<file path="src/inc/rreu_pkg.sv">
// rreu_pkg: shared constants and types of the rotate and return execution unit.
// assumes the decoder hands over one operation code per issue cycle.
package rreu_pkg;

  // data path and program counter widths
  localparam int unsigned DATA_W = 8;
  localparam int unsigned PC_W = 13;
  localparam int unsigned MSB_POS = 7;
  localparam int unsigned LSB_POS = 0;

  // the value written into the global interrupt enable on interrupt_return
  localparam logic GIE_SET_VALUE = 1'b1;

  // reset values of the registered results
  localparam logic [DATA_W-1:0] DATA_RST = 8'h00;
  localparam logic [PC_W-1:0] PC_RST = 13'h0000;
  localparam logic FLAG_RST = 1'b0;

  // latency from issue to registered result, in clock cycles
  localparam int unsigned EXEC_LATENCY = 1;

  // operation codes accepted by the unit
  typedef enum logic [3:0] {
    RREU_OP_NONE = 4'h0,
    RREU_OP_RETURN_LOAD_ACC = 4'h1,
    RREU_OP_INTERRUPT_RETURN = 4'h2,
    RREU_OP_ROTATE_LEFT_IN_PLACE = 4'h3,
    RREU_OP_ROTATE_LEFT_TO_ACC = 4'h4,
    RREU_OP_ROTATE_LEFT_THROUGH_CARRY = 4'h5,
    RREU_OP_ROTATE_LEFT_CARRY_TO_ACC = 4'h6,
    RREU_OP_ROTATE_RIGHT_IN_PLACE = 4'h7,
    RREU_OP_ROTATE_RIGHT_TO_ACC = 4'h8,
    RREU_OP_ROTATE_RIGHT_THROUGH_CARRY = 4'h9,
    RREU_OP_ROTATE_RIGHT_CARRY_TO_ACC = 4'ha
  } rreu_op_t;

  // all registered state of the top module
  typedef struct packed {
    logic acc_we;
    logic [DATA_W-1:0] acc_data;
    logic mem_we;
    logic [DATA_W-1:0] mem_data;
    logic carry_we;
    logic carry;
    logic stack_pop;
    logic pc_load;
    logic [PC_W-1:0] pc;
    logic gie_set;
    logic irq_take;
    logic done;
    logic illegal;
  } rreu_state_t;

endpackage

</file>
<file path="src/logic/rreu_rotator.sv">
// rreu_rotator: one-bit rotate left or right, plain or through the carry flag.
// assumes the caller picks the destination; this block is purely combinational.
`timescale 1ns/1ps
module rreu_rotator
  import rreu_pkg::*;
(
  input wire logic rotate_right_i,
  input wire logic through_carry_i,
  input wire logic [DATA_W-1:0] operand_i,
  input wire logic carry_i,
  output logic [DATA_W-1:0] result_o,
  output logic carry_o
);

  logic fill_left;
  logic fill_right;

  // bit that enters the vacated end: own far end, or the old carry
  assign fill_left = through_carry_i ? carry_i : operand_i[MSB_POS];
  assign fill_right = through_carry_i ? carry_i : operand_i[LSB_POS];

  // each result bit comes from its neighbour; ends take the fill bit
  for (genvar b = 0; b < DATA_W; b++) begin : g_bit
    if (b == LSB_POS) begin : g_lsb
      assign result_o[b] = rotate_right_i ? operand_i[b+1] : fill_left;
    end else if (b == MSB_POS) begin : g_msb
      assign result_o[b] = rotate_right_i ? fill_right : operand_i[b-1];
    end else begin : g_mid
      assign result_o[b] = rotate_right_i ? operand_i[b+1] : operand_i[b-1];
    end
  end

  // the bit shifted out becomes the new carry
  assign carry_o = rotate_right_i ? operand_i[LSB_POS] : operand_i[MSB_POS];

endmodule

</file>
<file path="src/logic/rreu_return_unit.sv">
// rreu_return_unit: program counter restore for the two return operations.
// assumes the stack presents its top entry on stack_pc_i while a return is issued.
`timescale 1ns/1ps
module rreu_return_unit
  import rreu_pkg::*;
(
  input wire logic is_return_i,
  input wire logic is_interrupt_return_i,
  input wire logic irq_pending_i,
  input wire logic [PC_W-1:0] stack_pc_i,
  output logic stack_pop_o,
  output logic pc_load_o,
  output logic [PC_W-1:0] pc_o,
  output logic gie_set_o,
  output logic irq_take_o
);

  logic any_return;

  assign any_return = is_return_i | is_interrupt_return_i;

  // both returns pop; the popped address always goes out on pc_o
  assign stack_pop_o = any_return;
  assign pc_o = stack_pc_i;
  assign gie_set_o = is_interrupt_return_i;

  // on interrupt_return a pending request is serviced first: the popped address is handed to the
  // interrupt controller as the address to push, instead of being jumped to
  assign irq_take_o = is_interrupt_return_i & irq_pending_i;
  assign pc_load_o = any_return & ~irq_take_o;

endmodule

</file>
<file path="src/logic/rreu_exec_unit.sv">
// rreu_exec_unit: rotate and return execution for the 8-bit core.
// assumes one operation per cycle from the decoder on the same clock, the
// operand already read from data memory, and the carry flag held outside.
`timescale 1ns/1ps
module rreu_exec_unit
  import rreu_pkg::*;
(
  input wire logic clk_sys_i,
  input wire logic rst_n_i,
  input wire logic op_valid_i,
  input wire logic [3:0] op_code_i,
  input wire logic [DATA_W-1:0] mem_operand_i,
  input wire logic [DATA_W-1:0] imm_i,
  input wire logic carry_i,
  input wire logic [PC_W-1:0] stack_pc_i,
  input wire logic irq_pending_i,
  output logic acc_we_o,
  output logic [DATA_W-1:0] acc_data_o,
  output logic mem_we_o,
  output logic [DATA_W-1:0] mem_data_o,
  output logic carry_we_o,
  output logic carry_o,
  output logic stack_pop_o,
  output logic pc_load_o,
  output logic [PC_W-1:0] pc_o,
  output logic gie_set_o,
  output logic irq_take_o,
  output logic done_o,
  output logic illegal_o
);

  rreu_state_t state;
  rreu_state_t next_state;
  rreu_op_t op;

  logic is_ret_acc;
  logic is_interrupt_return;
  logic is_rotate;
  logic rot_right;
  logic rot_carry;
  logic rot_to_acc;
  logic [DATA_W-1:0] rot_result;
  logic rot_carry_out;
  logic ret_pop;
  logic ret_pc_load;
  logic [PC_W-1:0] ret_pc;
  logic ret_gie_set;
  logic ret_irq_take;

  assign op = rreu_op_t'(op_code_i);

  // decode the operation into a few steering bits
  always_comb begin
    is_ret_acc = 1'b0;
    is_interrupt_return = 1'b0;
    is_rotate = 1'b0;
    rot_right = 1'b0;
    rot_carry = 1'b0;
    rot_to_acc = 1'b0;
    if (op_valid_i) begin
      case (op)
        RREU_OP_RETURN_LOAD_ACC: begin
          is_ret_acc = 1'b1;
        end
        RREU_OP_INTERRUPT_RETURN: begin
          is_interrupt_return = 1'b1;
        end
        RREU_OP_ROTATE_LEFT_IN_PLACE: begin
          is_rotate = 1'b1;
        end
        RREU_OP_ROTATE_LEFT_TO_ACC: begin
          is_rotate = 1'b1;
          rot_to_acc = 1'b1;
        end
        RREU_OP_ROTATE_LEFT_THROUGH_CARRY: begin
          is_rotate = 1'b1;
          rot_carry = 1'b1;
        end
        RREU_OP_ROTATE_LEFT_CARRY_TO_ACC: begin
          is_rotate = 1'b1;
          rot_carry = 1'b1;
          rot_to_acc = 1'b1;
        end
        RREU_OP_ROTATE_RIGHT_IN_PLACE: begin
          is_rotate = 1'b1;
          rot_right = 1'b1;
        end
        RREU_OP_ROTATE_RIGHT_TO_ACC: begin
          is_rotate = 1'b1;
          rot_right = 1'b1;
          rot_to_acc = 1'b1;
        end
        RREU_OP_ROTATE_RIGHT_THROUGH_CARRY: begin
          is_rotate = 1'b1;
          rot_right = 1'b1;
          rot_carry = 1'b1;
        end
        RREU_OP_ROTATE_RIGHT_CARRY_TO_ACC: begin
          is_rotate = 1'b1;
          rot_right = 1'b1;
          rot_carry = 1'b1;
          rot_to_acc = 1'b1;
        end
        default: begin
          is_rotate = 1'b0;
        end
      endcase
    end
  end

  // shared rotator: one data path serves all eight rotate forms
  rreu_rotator u_rotator (
    .rotate_right_i(rot_right),
    .through_carry_i(rot_carry),
    .operand_i(mem_operand_i),
    .carry_i(carry_i),
    .result_o(rot_result),
    .carry_o(rot_carry_out)
  );

  // program counter restore for both return forms
  rreu_return_unit u_return (
    .is_return_i(is_ret_acc),
    .is_interrupt_return_i(is_interrupt_return),
    .irq_pending_i(irq_pending_i),
    .stack_pc_i(stack_pc_i),
    .stack_pop_o(ret_pop),
    .pc_load_o(ret_pc_load),
    .pc_o(ret_pc),
    .gie_set_o(ret_gie_set),
    .irq_take_o(ret_irq_take)
  );

  // next results; every strobe is a one-cycle pulse, data holds its last value
  always_comb begin
    next_state = state;
    next_state.acc_we = 1'b0;
    next_state.mem_we = 1'b0;
    next_state.carry_we = 1'b0;
    next_state.stack_pop = 1'b0;
    next_state.pc_load = 1'b0;
    next_state.gie_set = 1'b0;
    next_state.irq_take = 1'b0;
    next_state.done = op_valid_i;
    next_state.illegal = op_valid_i & ~is_rotate & ~is_ret_acc & ~is_interrupt_return;
    if (is_ret_acc) begin
      next_state.acc_we = 1'b1;
      next_state.acc_data = imm_i;
    end
    if (is_ret_acc || is_interrupt_return) begin
      next_state.stack_pop = ret_pop;
      next_state.pc_load = ret_pc_load;
      next_state.pc = ret_pc;
      next_state.gie_set = ret_gie_set & GIE_SET_VALUE;
      next_state.irq_take = ret_irq_take;
    end
    if (is_rotate) begin
      // accumulator forms leave memory alone; in-place forms leave acc alone
      next_state.acc_we = rot_to_acc;
      next_state.mem_we = ~rot_to_acc;
      if (rot_to_acc) begin
        next_state.acc_data = rot_result;
      end else begin
        next_state.mem_data = rot_result;
      end
      // only the through-carry forms write the flag; carry_o is updated on every rotate
      next_state.carry_we = rot_carry;
      next_state.carry = rot_carry_out;
    end
  end

  // single register stage: all outputs come straight from these flops
  always_ff @(posedge clk_sys_i) begin
    if (!rst_n_i) begin
      state <= '{acc_we: FLAG_RST, acc_data: DATA_RST, mem_we: FLAG_RST,
                 mem_data: DATA_RST, carry_we: FLAG_RST, carry: FLAG_RST,
                 stack_pop: FLAG_RST, pc_load: FLAG_RST, pc: PC_RST,
                 gie_set: FLAG_RST, irq_take: FLAG_RST, done: FLAG_RST,
                 illegal: FLAG_RST};
    end else begin
      state <= next_state;
    end
  end

  assign acc_we_o = state.acc_we;
  assign acc_data_o = state.acc_data;
  assign mem_we_o = state.mem_we;
  assign mem_data_o = state.mem_data;
  assign carry_we_o = state.carry_we;
  assign carry_o = state.carry;
  assign stack_pop_o = state.stack_pop;
  assign pc_load_o = state.pc_load;
  assign pc_o = state.pc;
  assign gie_set_o = state.gie_set;
  assign irq_take_o = state.irq_take;
  assign done_o = state.done;
  assign illegal_o = state.illegal;
endmodule

</file>
<file path="config.mk">
export PLATFORM = sky130hd
export DESIGN_NAME = rreu_exec_unit
export DESIGN_NICKNAME = d
export VERILOG_FILES = /design/src/inc/rreu_pkg.sv /design/src/logic/rreu_rotator.sv /design/src/logic/rreu_return_unit.sv /design/src/logic/rreu_exec_unit.sv
export SDC_FILE = /design/constraint.sdc
export NUM_CORES = 1
export LEC_CHECK = 0
export BUFFER_PORTS_ARGS = -buffer_cell sky130_fd_sc_hd__buf_2
export CORE_ASPECT_RATIO = 1.25
export CORE_MARGIN = 8
export CORE_UTILIZATION = 43
export DETAILED_ROUTE_END_ITERATION = 6
export PLACE_DENSITY = 0.88
export SLEW_MARGIN = 30
export SYNTH_ARGS = -nofsm -noshare
export SYNTH_HDL_FRONTEND = slang
export SYNTH_SLANG_ARGS = --single-unit
</file>
<file path="constraint.sdc">
create_clock -name clk_sys_i -period 1.5 [get_ports clk_sys_i]
set_input_delay 0.225 -clock clk_sys_i [delete_from_list [all_inputs] [get_ports clk_sys_i]]
set_output_delay 0.225 -clock clk_sys_i [all_outputs]
set_load 0.02 [all_outputs]
</file>
==> impl_metrics.ini, run 1 <==
[floorplan]
die_y_um = 89.5
io_pins = 77
core_sq_mm = 0.00413
die_w_um = 74.8
design.die.area_sq_mm = 0.00670
row_count = 26
initial_core_util = 0.450

[worst_hold_path]
worstHoldStart = irq_pending_i
hold_path_class = in2reg
holdPathEnd = irq_take_o
holdPathStages = 2

[synthesis]
synth_fp_nets = 221
synth_warnings = 0
yosysMostFrequentCell = dfxtp_1
synthCells = 183
synth-async-reset-ratio = 0
synth_edf_count = 0
synthFlopType = dfxtp_1
netlist.area_leader.share = 0.420
ys_seq_area_frac = 0.420
ys_ff_latch = 39
syn_avg_cell_area_sq_um = 10.2
yosys-top-cells-count = dfxtp_1 (39), nor2_1 (17), o21ai_0 (15)
synth.distinct_cells = 40
synth_area_leaders = dfxtp_1 (42%), mux2i_1 (7.5%), buf_6 (4.8%), o21ai_0 (4.0%), a311oi_1 (3.8%)
syn-cell-area_sq_mm = 0.00186
synth_top_area_cell = dfxtp_1

[worst_setup_path]
end_kind = flop
path_buf_inv = 2
path_depth = 6
crit_type = in2reg
slowest_delay_ps = 370
rr_startpoint = acc_data_o[1]
crit_slowest_cell = a32oi_4
path_max_fanout = 8
required_ps = 1680
rr_worst_depth = 2
cp_cell_sequence = buf_2 -> nor2b_2 -> a32oi_4 -> buf_4 -> o21ai_0 -> a311oi_1
cp.arrival_ps = 1500
critPathLaunchType = input pin
crit_family = compound AO/OA/AOI/OAI gates
rr_endpoint = acc_data_o[1]
rrSetupSlack_ps = 710

[global_route]
grt_first_pass_wirelength_um = 8080
first_global_vias = 1776
antenna_found_initial = 0
grt_overflow = 0
grt_max_degree = 17
grt_usage = 0.156

[clock_network]
clkSinkCount = 39
ctsResizeCount = 0
clock_latency_ps = 280
post-cts-setup-buffers = 0
cts.path.max_buffers = 2
htree_levels = 2
cts-hold-fix-buffers = 0
cts_tree = built
cts_buffers = 5
root_buffer = clkbuf_8
clk_pin_slew_ps = 70

[detailed_routing]
drt_iter0_drc = 112
routed_wl_um = 5230
drc = 0
wl_per_cell_um = 16.0
vias = 1726
ant_nets = 0
dr.pass1.iters = 4
vias_per_cell = 5.29

[sta]
worst_pin_slew_ps = 591
fmaxAchievable_mhz = 757
post-route-period-util = 0.880
timing.hold.ws_ps = 143
setup_ws_ps = 180
finalSetupViolCount = 0
fin_tns_setup_ps = 0
rsz0062_at_grt = no
maxSlewViolCount = 0
hold_viol = 0
max-slew-margin-rel = 0.606
fin_worst_skew_ps = 0
fin_crit_ps = 1320

[pwr]
power_w = 0.00221
power_leakage_nw = 1.21
ir_worst_vdd_v = 0.000473
power.density_mw_per_mm2 = 915

[placed_design]
hpwl_um = 4070
dp_slack_ps = -90.0
dpl.cell_count = 318
io_buffers = 76
place_congestion = 0.833

[finish]
drive_above_1_share = 0.430
antenna_cells = 0
area_delta_synth_final_pct = 30.0
fin_cells = 326
layout.nets = 307

[flow_run]
maxCapViolations = 0

[run_status]
outcome = completed
[stage by stage]
step	instance area, sq um	util
after floorplan	1860	-
after global placement	2340	0.565
after detailed placement	2340	0.565
after CTS	2420	0.585
after global routing	2420	0.585
final	2420	0.585
[flip-flops by register name (all words and copies together), names as in the netlist]
signal       cells
irq_take_o       1
acc_data_o       8
carry_o          1
gie_set_o        1
pc_o            13
acc_we_o         1
mem_we_o         1
done_o           1
mem_data_o       8
pc_load_o        1
stack_pop_o      1
illegal_o        1
carry_we_o       1
[cell families after synthesis]
kind of cell,share of synthesized area
compound gates,0.234
simple gates,0.166
flops,0.420
buf+inv,0.0821
mux,0.0754
xor+xnor,0.0222
[routing by layer]
layer  global-route usage  vias to the layer above  routed length [um]
li1                     -                      846                   -
met1                0.170                      813                2080
met2                0.268                       56                2720
met3               0.0404                       11                 307
met4               0.0804                        0                 125
met5                    0                        -                   0
[how the worst max path moves through the flow]
stage | from | endpoint | slack [ps]
after floorplan | op_valid_i | pc_o[10] | 70
after global placement | op_code_i[2] | carry_o | -50
after detailed placement | op_code_i[0] | pc_o[7] | -90
after CTS | op_code_i[2] | carry_o | 200
after global routing | op_code_i[2] | carry_o | 40
final | op_code_i[2] | carry_o | 180
[layout make-up]
type                            instances  area, sq um
Clock buffer                            7         76.3
Clock inverter                          1         5.00
Fill cell                             342         1710
Inverter                                3         11.3
Multi-Input combinational cell        125          926
Sequential cell                        39          781
Tap cell                               56         70.1
Timing Repair Buffer                   95          548
[worst reg2reg max path, cell delays in order (launching register included)]
cell and delay (ps):
dfxtp_1 330, a211oi_1 80, a311oi_1 280
[power breakdown]
group          switching [W]  internal (W)  total [W]
combinational       0.000256      0.000188   0.000444
clock               0.000339      0.000326   0.000664
sequential         0.0000215       0.00108    0.00110
[cell usage in the layout (no fill, tap or decap), drive strengths merged, types with 2 or more instances in the layout]
cell	count
clkinv	2
a211oi	7
a311oi	8
buf	95
nand2	6
a21oi	5
mux2i	14
o32ai	2
nor2b	3
o21a	3
nor4	2
nor3	2
xor2	2
and2	4
a31oi	8
nor2	17
dfxtp	39
clkbuf	7
inv	2
and3	9
nand3	8
o21ai	15
(Power assumes the default switching activity.)
==> inputs of run 2 (changes only) <==
--- a/config.mk
+++ b/config.mk
@@ -11,6 +11,7 @@
 export CORE_UTILIZATION = 43
 export DETAILED_ROUTE_END_ITERATION = 6
 export PLACE_DENSITY = 0.88
+export REMOVE_ABC_BUFFERS = 1
 export SLEW_MARGIN = 30
 export SYNTH_ARGS = -nofsm -noshare
 export SYNTH_HDL_FRONTEND = slang
==> run 2 against run 1 <==
Sequential power is essentially flat. Count of clock-buffer cells in the layout down 1. Sequential share of layout area decreased by 0.38 points. Routed wire length shrank 0.73%. Hold slack improved by 9.7 ps. Largest power group unchanged.
==> impl_metrics.ini, run 2 (same netlist as run 1, synthesis figures left out) <==
[detailed_routing]
drc = 0
wl_per_cell_um = 15.8
dr.pass1.iters = 4
vias = 1747
ant_nets = 0
drt_iter0_drc = 74
vias_per_cell = 5.33
routed_wl_um = 5190

[floorplan]
initial_core_util = 0.450
io_pins = 77
row_count = 26
core_sq_mm = 0.00413
die_y_um = 89.5
design.die.area_sq_mm = 0.00670
die_w_um = 74.8

[worst_hold_path]
hold_path_class = in2reg

[sta]
worst_pin_slew_ps = 602
finalSetupViolCount = 0
hold_viol = 0
fin_worst_skew_ps = 0
fmaxAchievable_mhz = 794
maxSlewViolCount = 0
max-slew-margin-rel = 0.599
fin_crit_ps = 1260
timing.hold.ws_ps = 153
rsz0062_at_grt = no
post-route-period-util = 0.840

[global_route]
met2_usage = 0.272
antenna_found_initial = 0
grt_usage = 0.159
busiest_layer = met2
use_met3 = 0.0662
grt_max_degree = 16
grt_overflow = 0
use_met1 = 0.176
first_global_vias = 1734
grt_first_pass_wirelength_um = 8210

[finish]
drive_above_1_share = 0.441
final_common_cell = buf_2
antenna_cells = 0
stdcell_area_sq_mm = 0.00245
area_delta_synth_final_pct = 31.6
fill_cells = 342
largest_register_ff_count = 13
mostFrequentLayoutCells = buf_2 (76), dfxtp_1 (39), buf_4 (20)
layout.nets = 310

[worst_setup_path]
path_buf_inv = 1
required_ps = 1680
crit_family = compound AO/OA/AOI/OAI gates
slowest_delay_ps = 550
startpoint = op_code_i[1]
path_max_fanout = 14
critPathLaunchType = input pin
cp_cell_sequence = buf_2 -> nor3_4 -> a22oi_4 -> mux2i_1 -> nor2_1
crit_type = in2reg
rrSetupSlack_ps = 740
setup.worst_path.end = pc_o[7]
path_depth = 5
rr_startpoint = acc_data_o[1]
rr_endpoint = acc_data_o[1]
end_kind = flop
crit_slowest_cell = a22oi_4
rr_worst_depth = 2
cp.arrival_ps = 1440

[clock_network]
htree_levels = 2
ctsResizeCount = 0
root_buffer = clkbuf_8
cts-hold-fix-buffers = 0
clk_pin_slew_ps = 70
clkSinkCount = 39
cts.path.max_buffers = 2
cts_tree = built
cts_buffers = 5
post-cts-setup-buffers = 0
clock_latency_ps = 290

[placed_design]
place_congestion = 0.843
hpwl_um = 4090
io_buffers = 76
placed_cell_area_sq_mm = 0.00236

[pwr]
ir_worst_vdd_v = 0.000433
power.density_mw_per_mm2 = 925
power_leakage_nw = 1.23

[run_status]
outcome = completed

[flow_run]
maxCapViolations = 0
[run 2: cell types whose count changed in the layout (fill, tap and decap cells not counted), sizes merged]
cell / previous run / this run
clkbuf: 7 / 6
buf: 95 / 98
[run 2: layer usage]
metal | wire length, um | part of all wire
met4 | 29 | 0.0056
met2 | 2470 | 0.48
met3 | 599 | 0.12
met1 | 2090 | 0.40
met5 | 0 | 0
[run 2: how the worst min path moves through the flow]
stage	startpoint	to	slack [ps]	cells past startpoint
global placement	irq_pending_i	irq_take_o	450	2
finish	irq_pending_i	irq_take_o	150	2
CTS	irq_pending_i	irq_take_o	150	2
floorplan	irq_pending_i	irq_take_o	350	1
detailed placement	irq_pending_i	irq_take_o	450	2
global route	irq_pending_i	irq_take_o	160	2
[run 2: where the power goes]
part	switching (W)	internal, W	total [W]
Sequential	0.0000208	0.00108	0.00110
Combinational	0.000259	0.000191	0.000450
Clock	0.000351	0.000361	0.000712
Total	0.000631	0.00163	0.00226
[run 2: metrics by stage]
step           utilization  setup TNS (ps)  power [W]  cells  setup WS, ps
3_5_place_dp         0.571            -895    0.00157    321         -87.8
4_1_cts              0.592               0    0.00228    328           228
5_1_grt              0.592               0    0.00237    328           141
2_1_floorplan            -               0    0.00134    167           191
6_report             0.592               0    0.00226    328           240
3_3_place_gp         0.571            -117    0.00156    321         -13.2
[run 2: cell type report]
cell class / instances / area (sq um) / share of cell area
multi-input cells: 125 / 926 / 0.379
repair buffers: 98 / 571 / 0.233
flip-flops and latches: 39 / 781 / 0.319
inverters: 3 / 11.3 / 0.00460
well taps: 56 / 70.1 / 0.0286
clock buffers: 6 / 82.6 / 0.0338
clock inverters: 1 / 5.00 / 0.00205
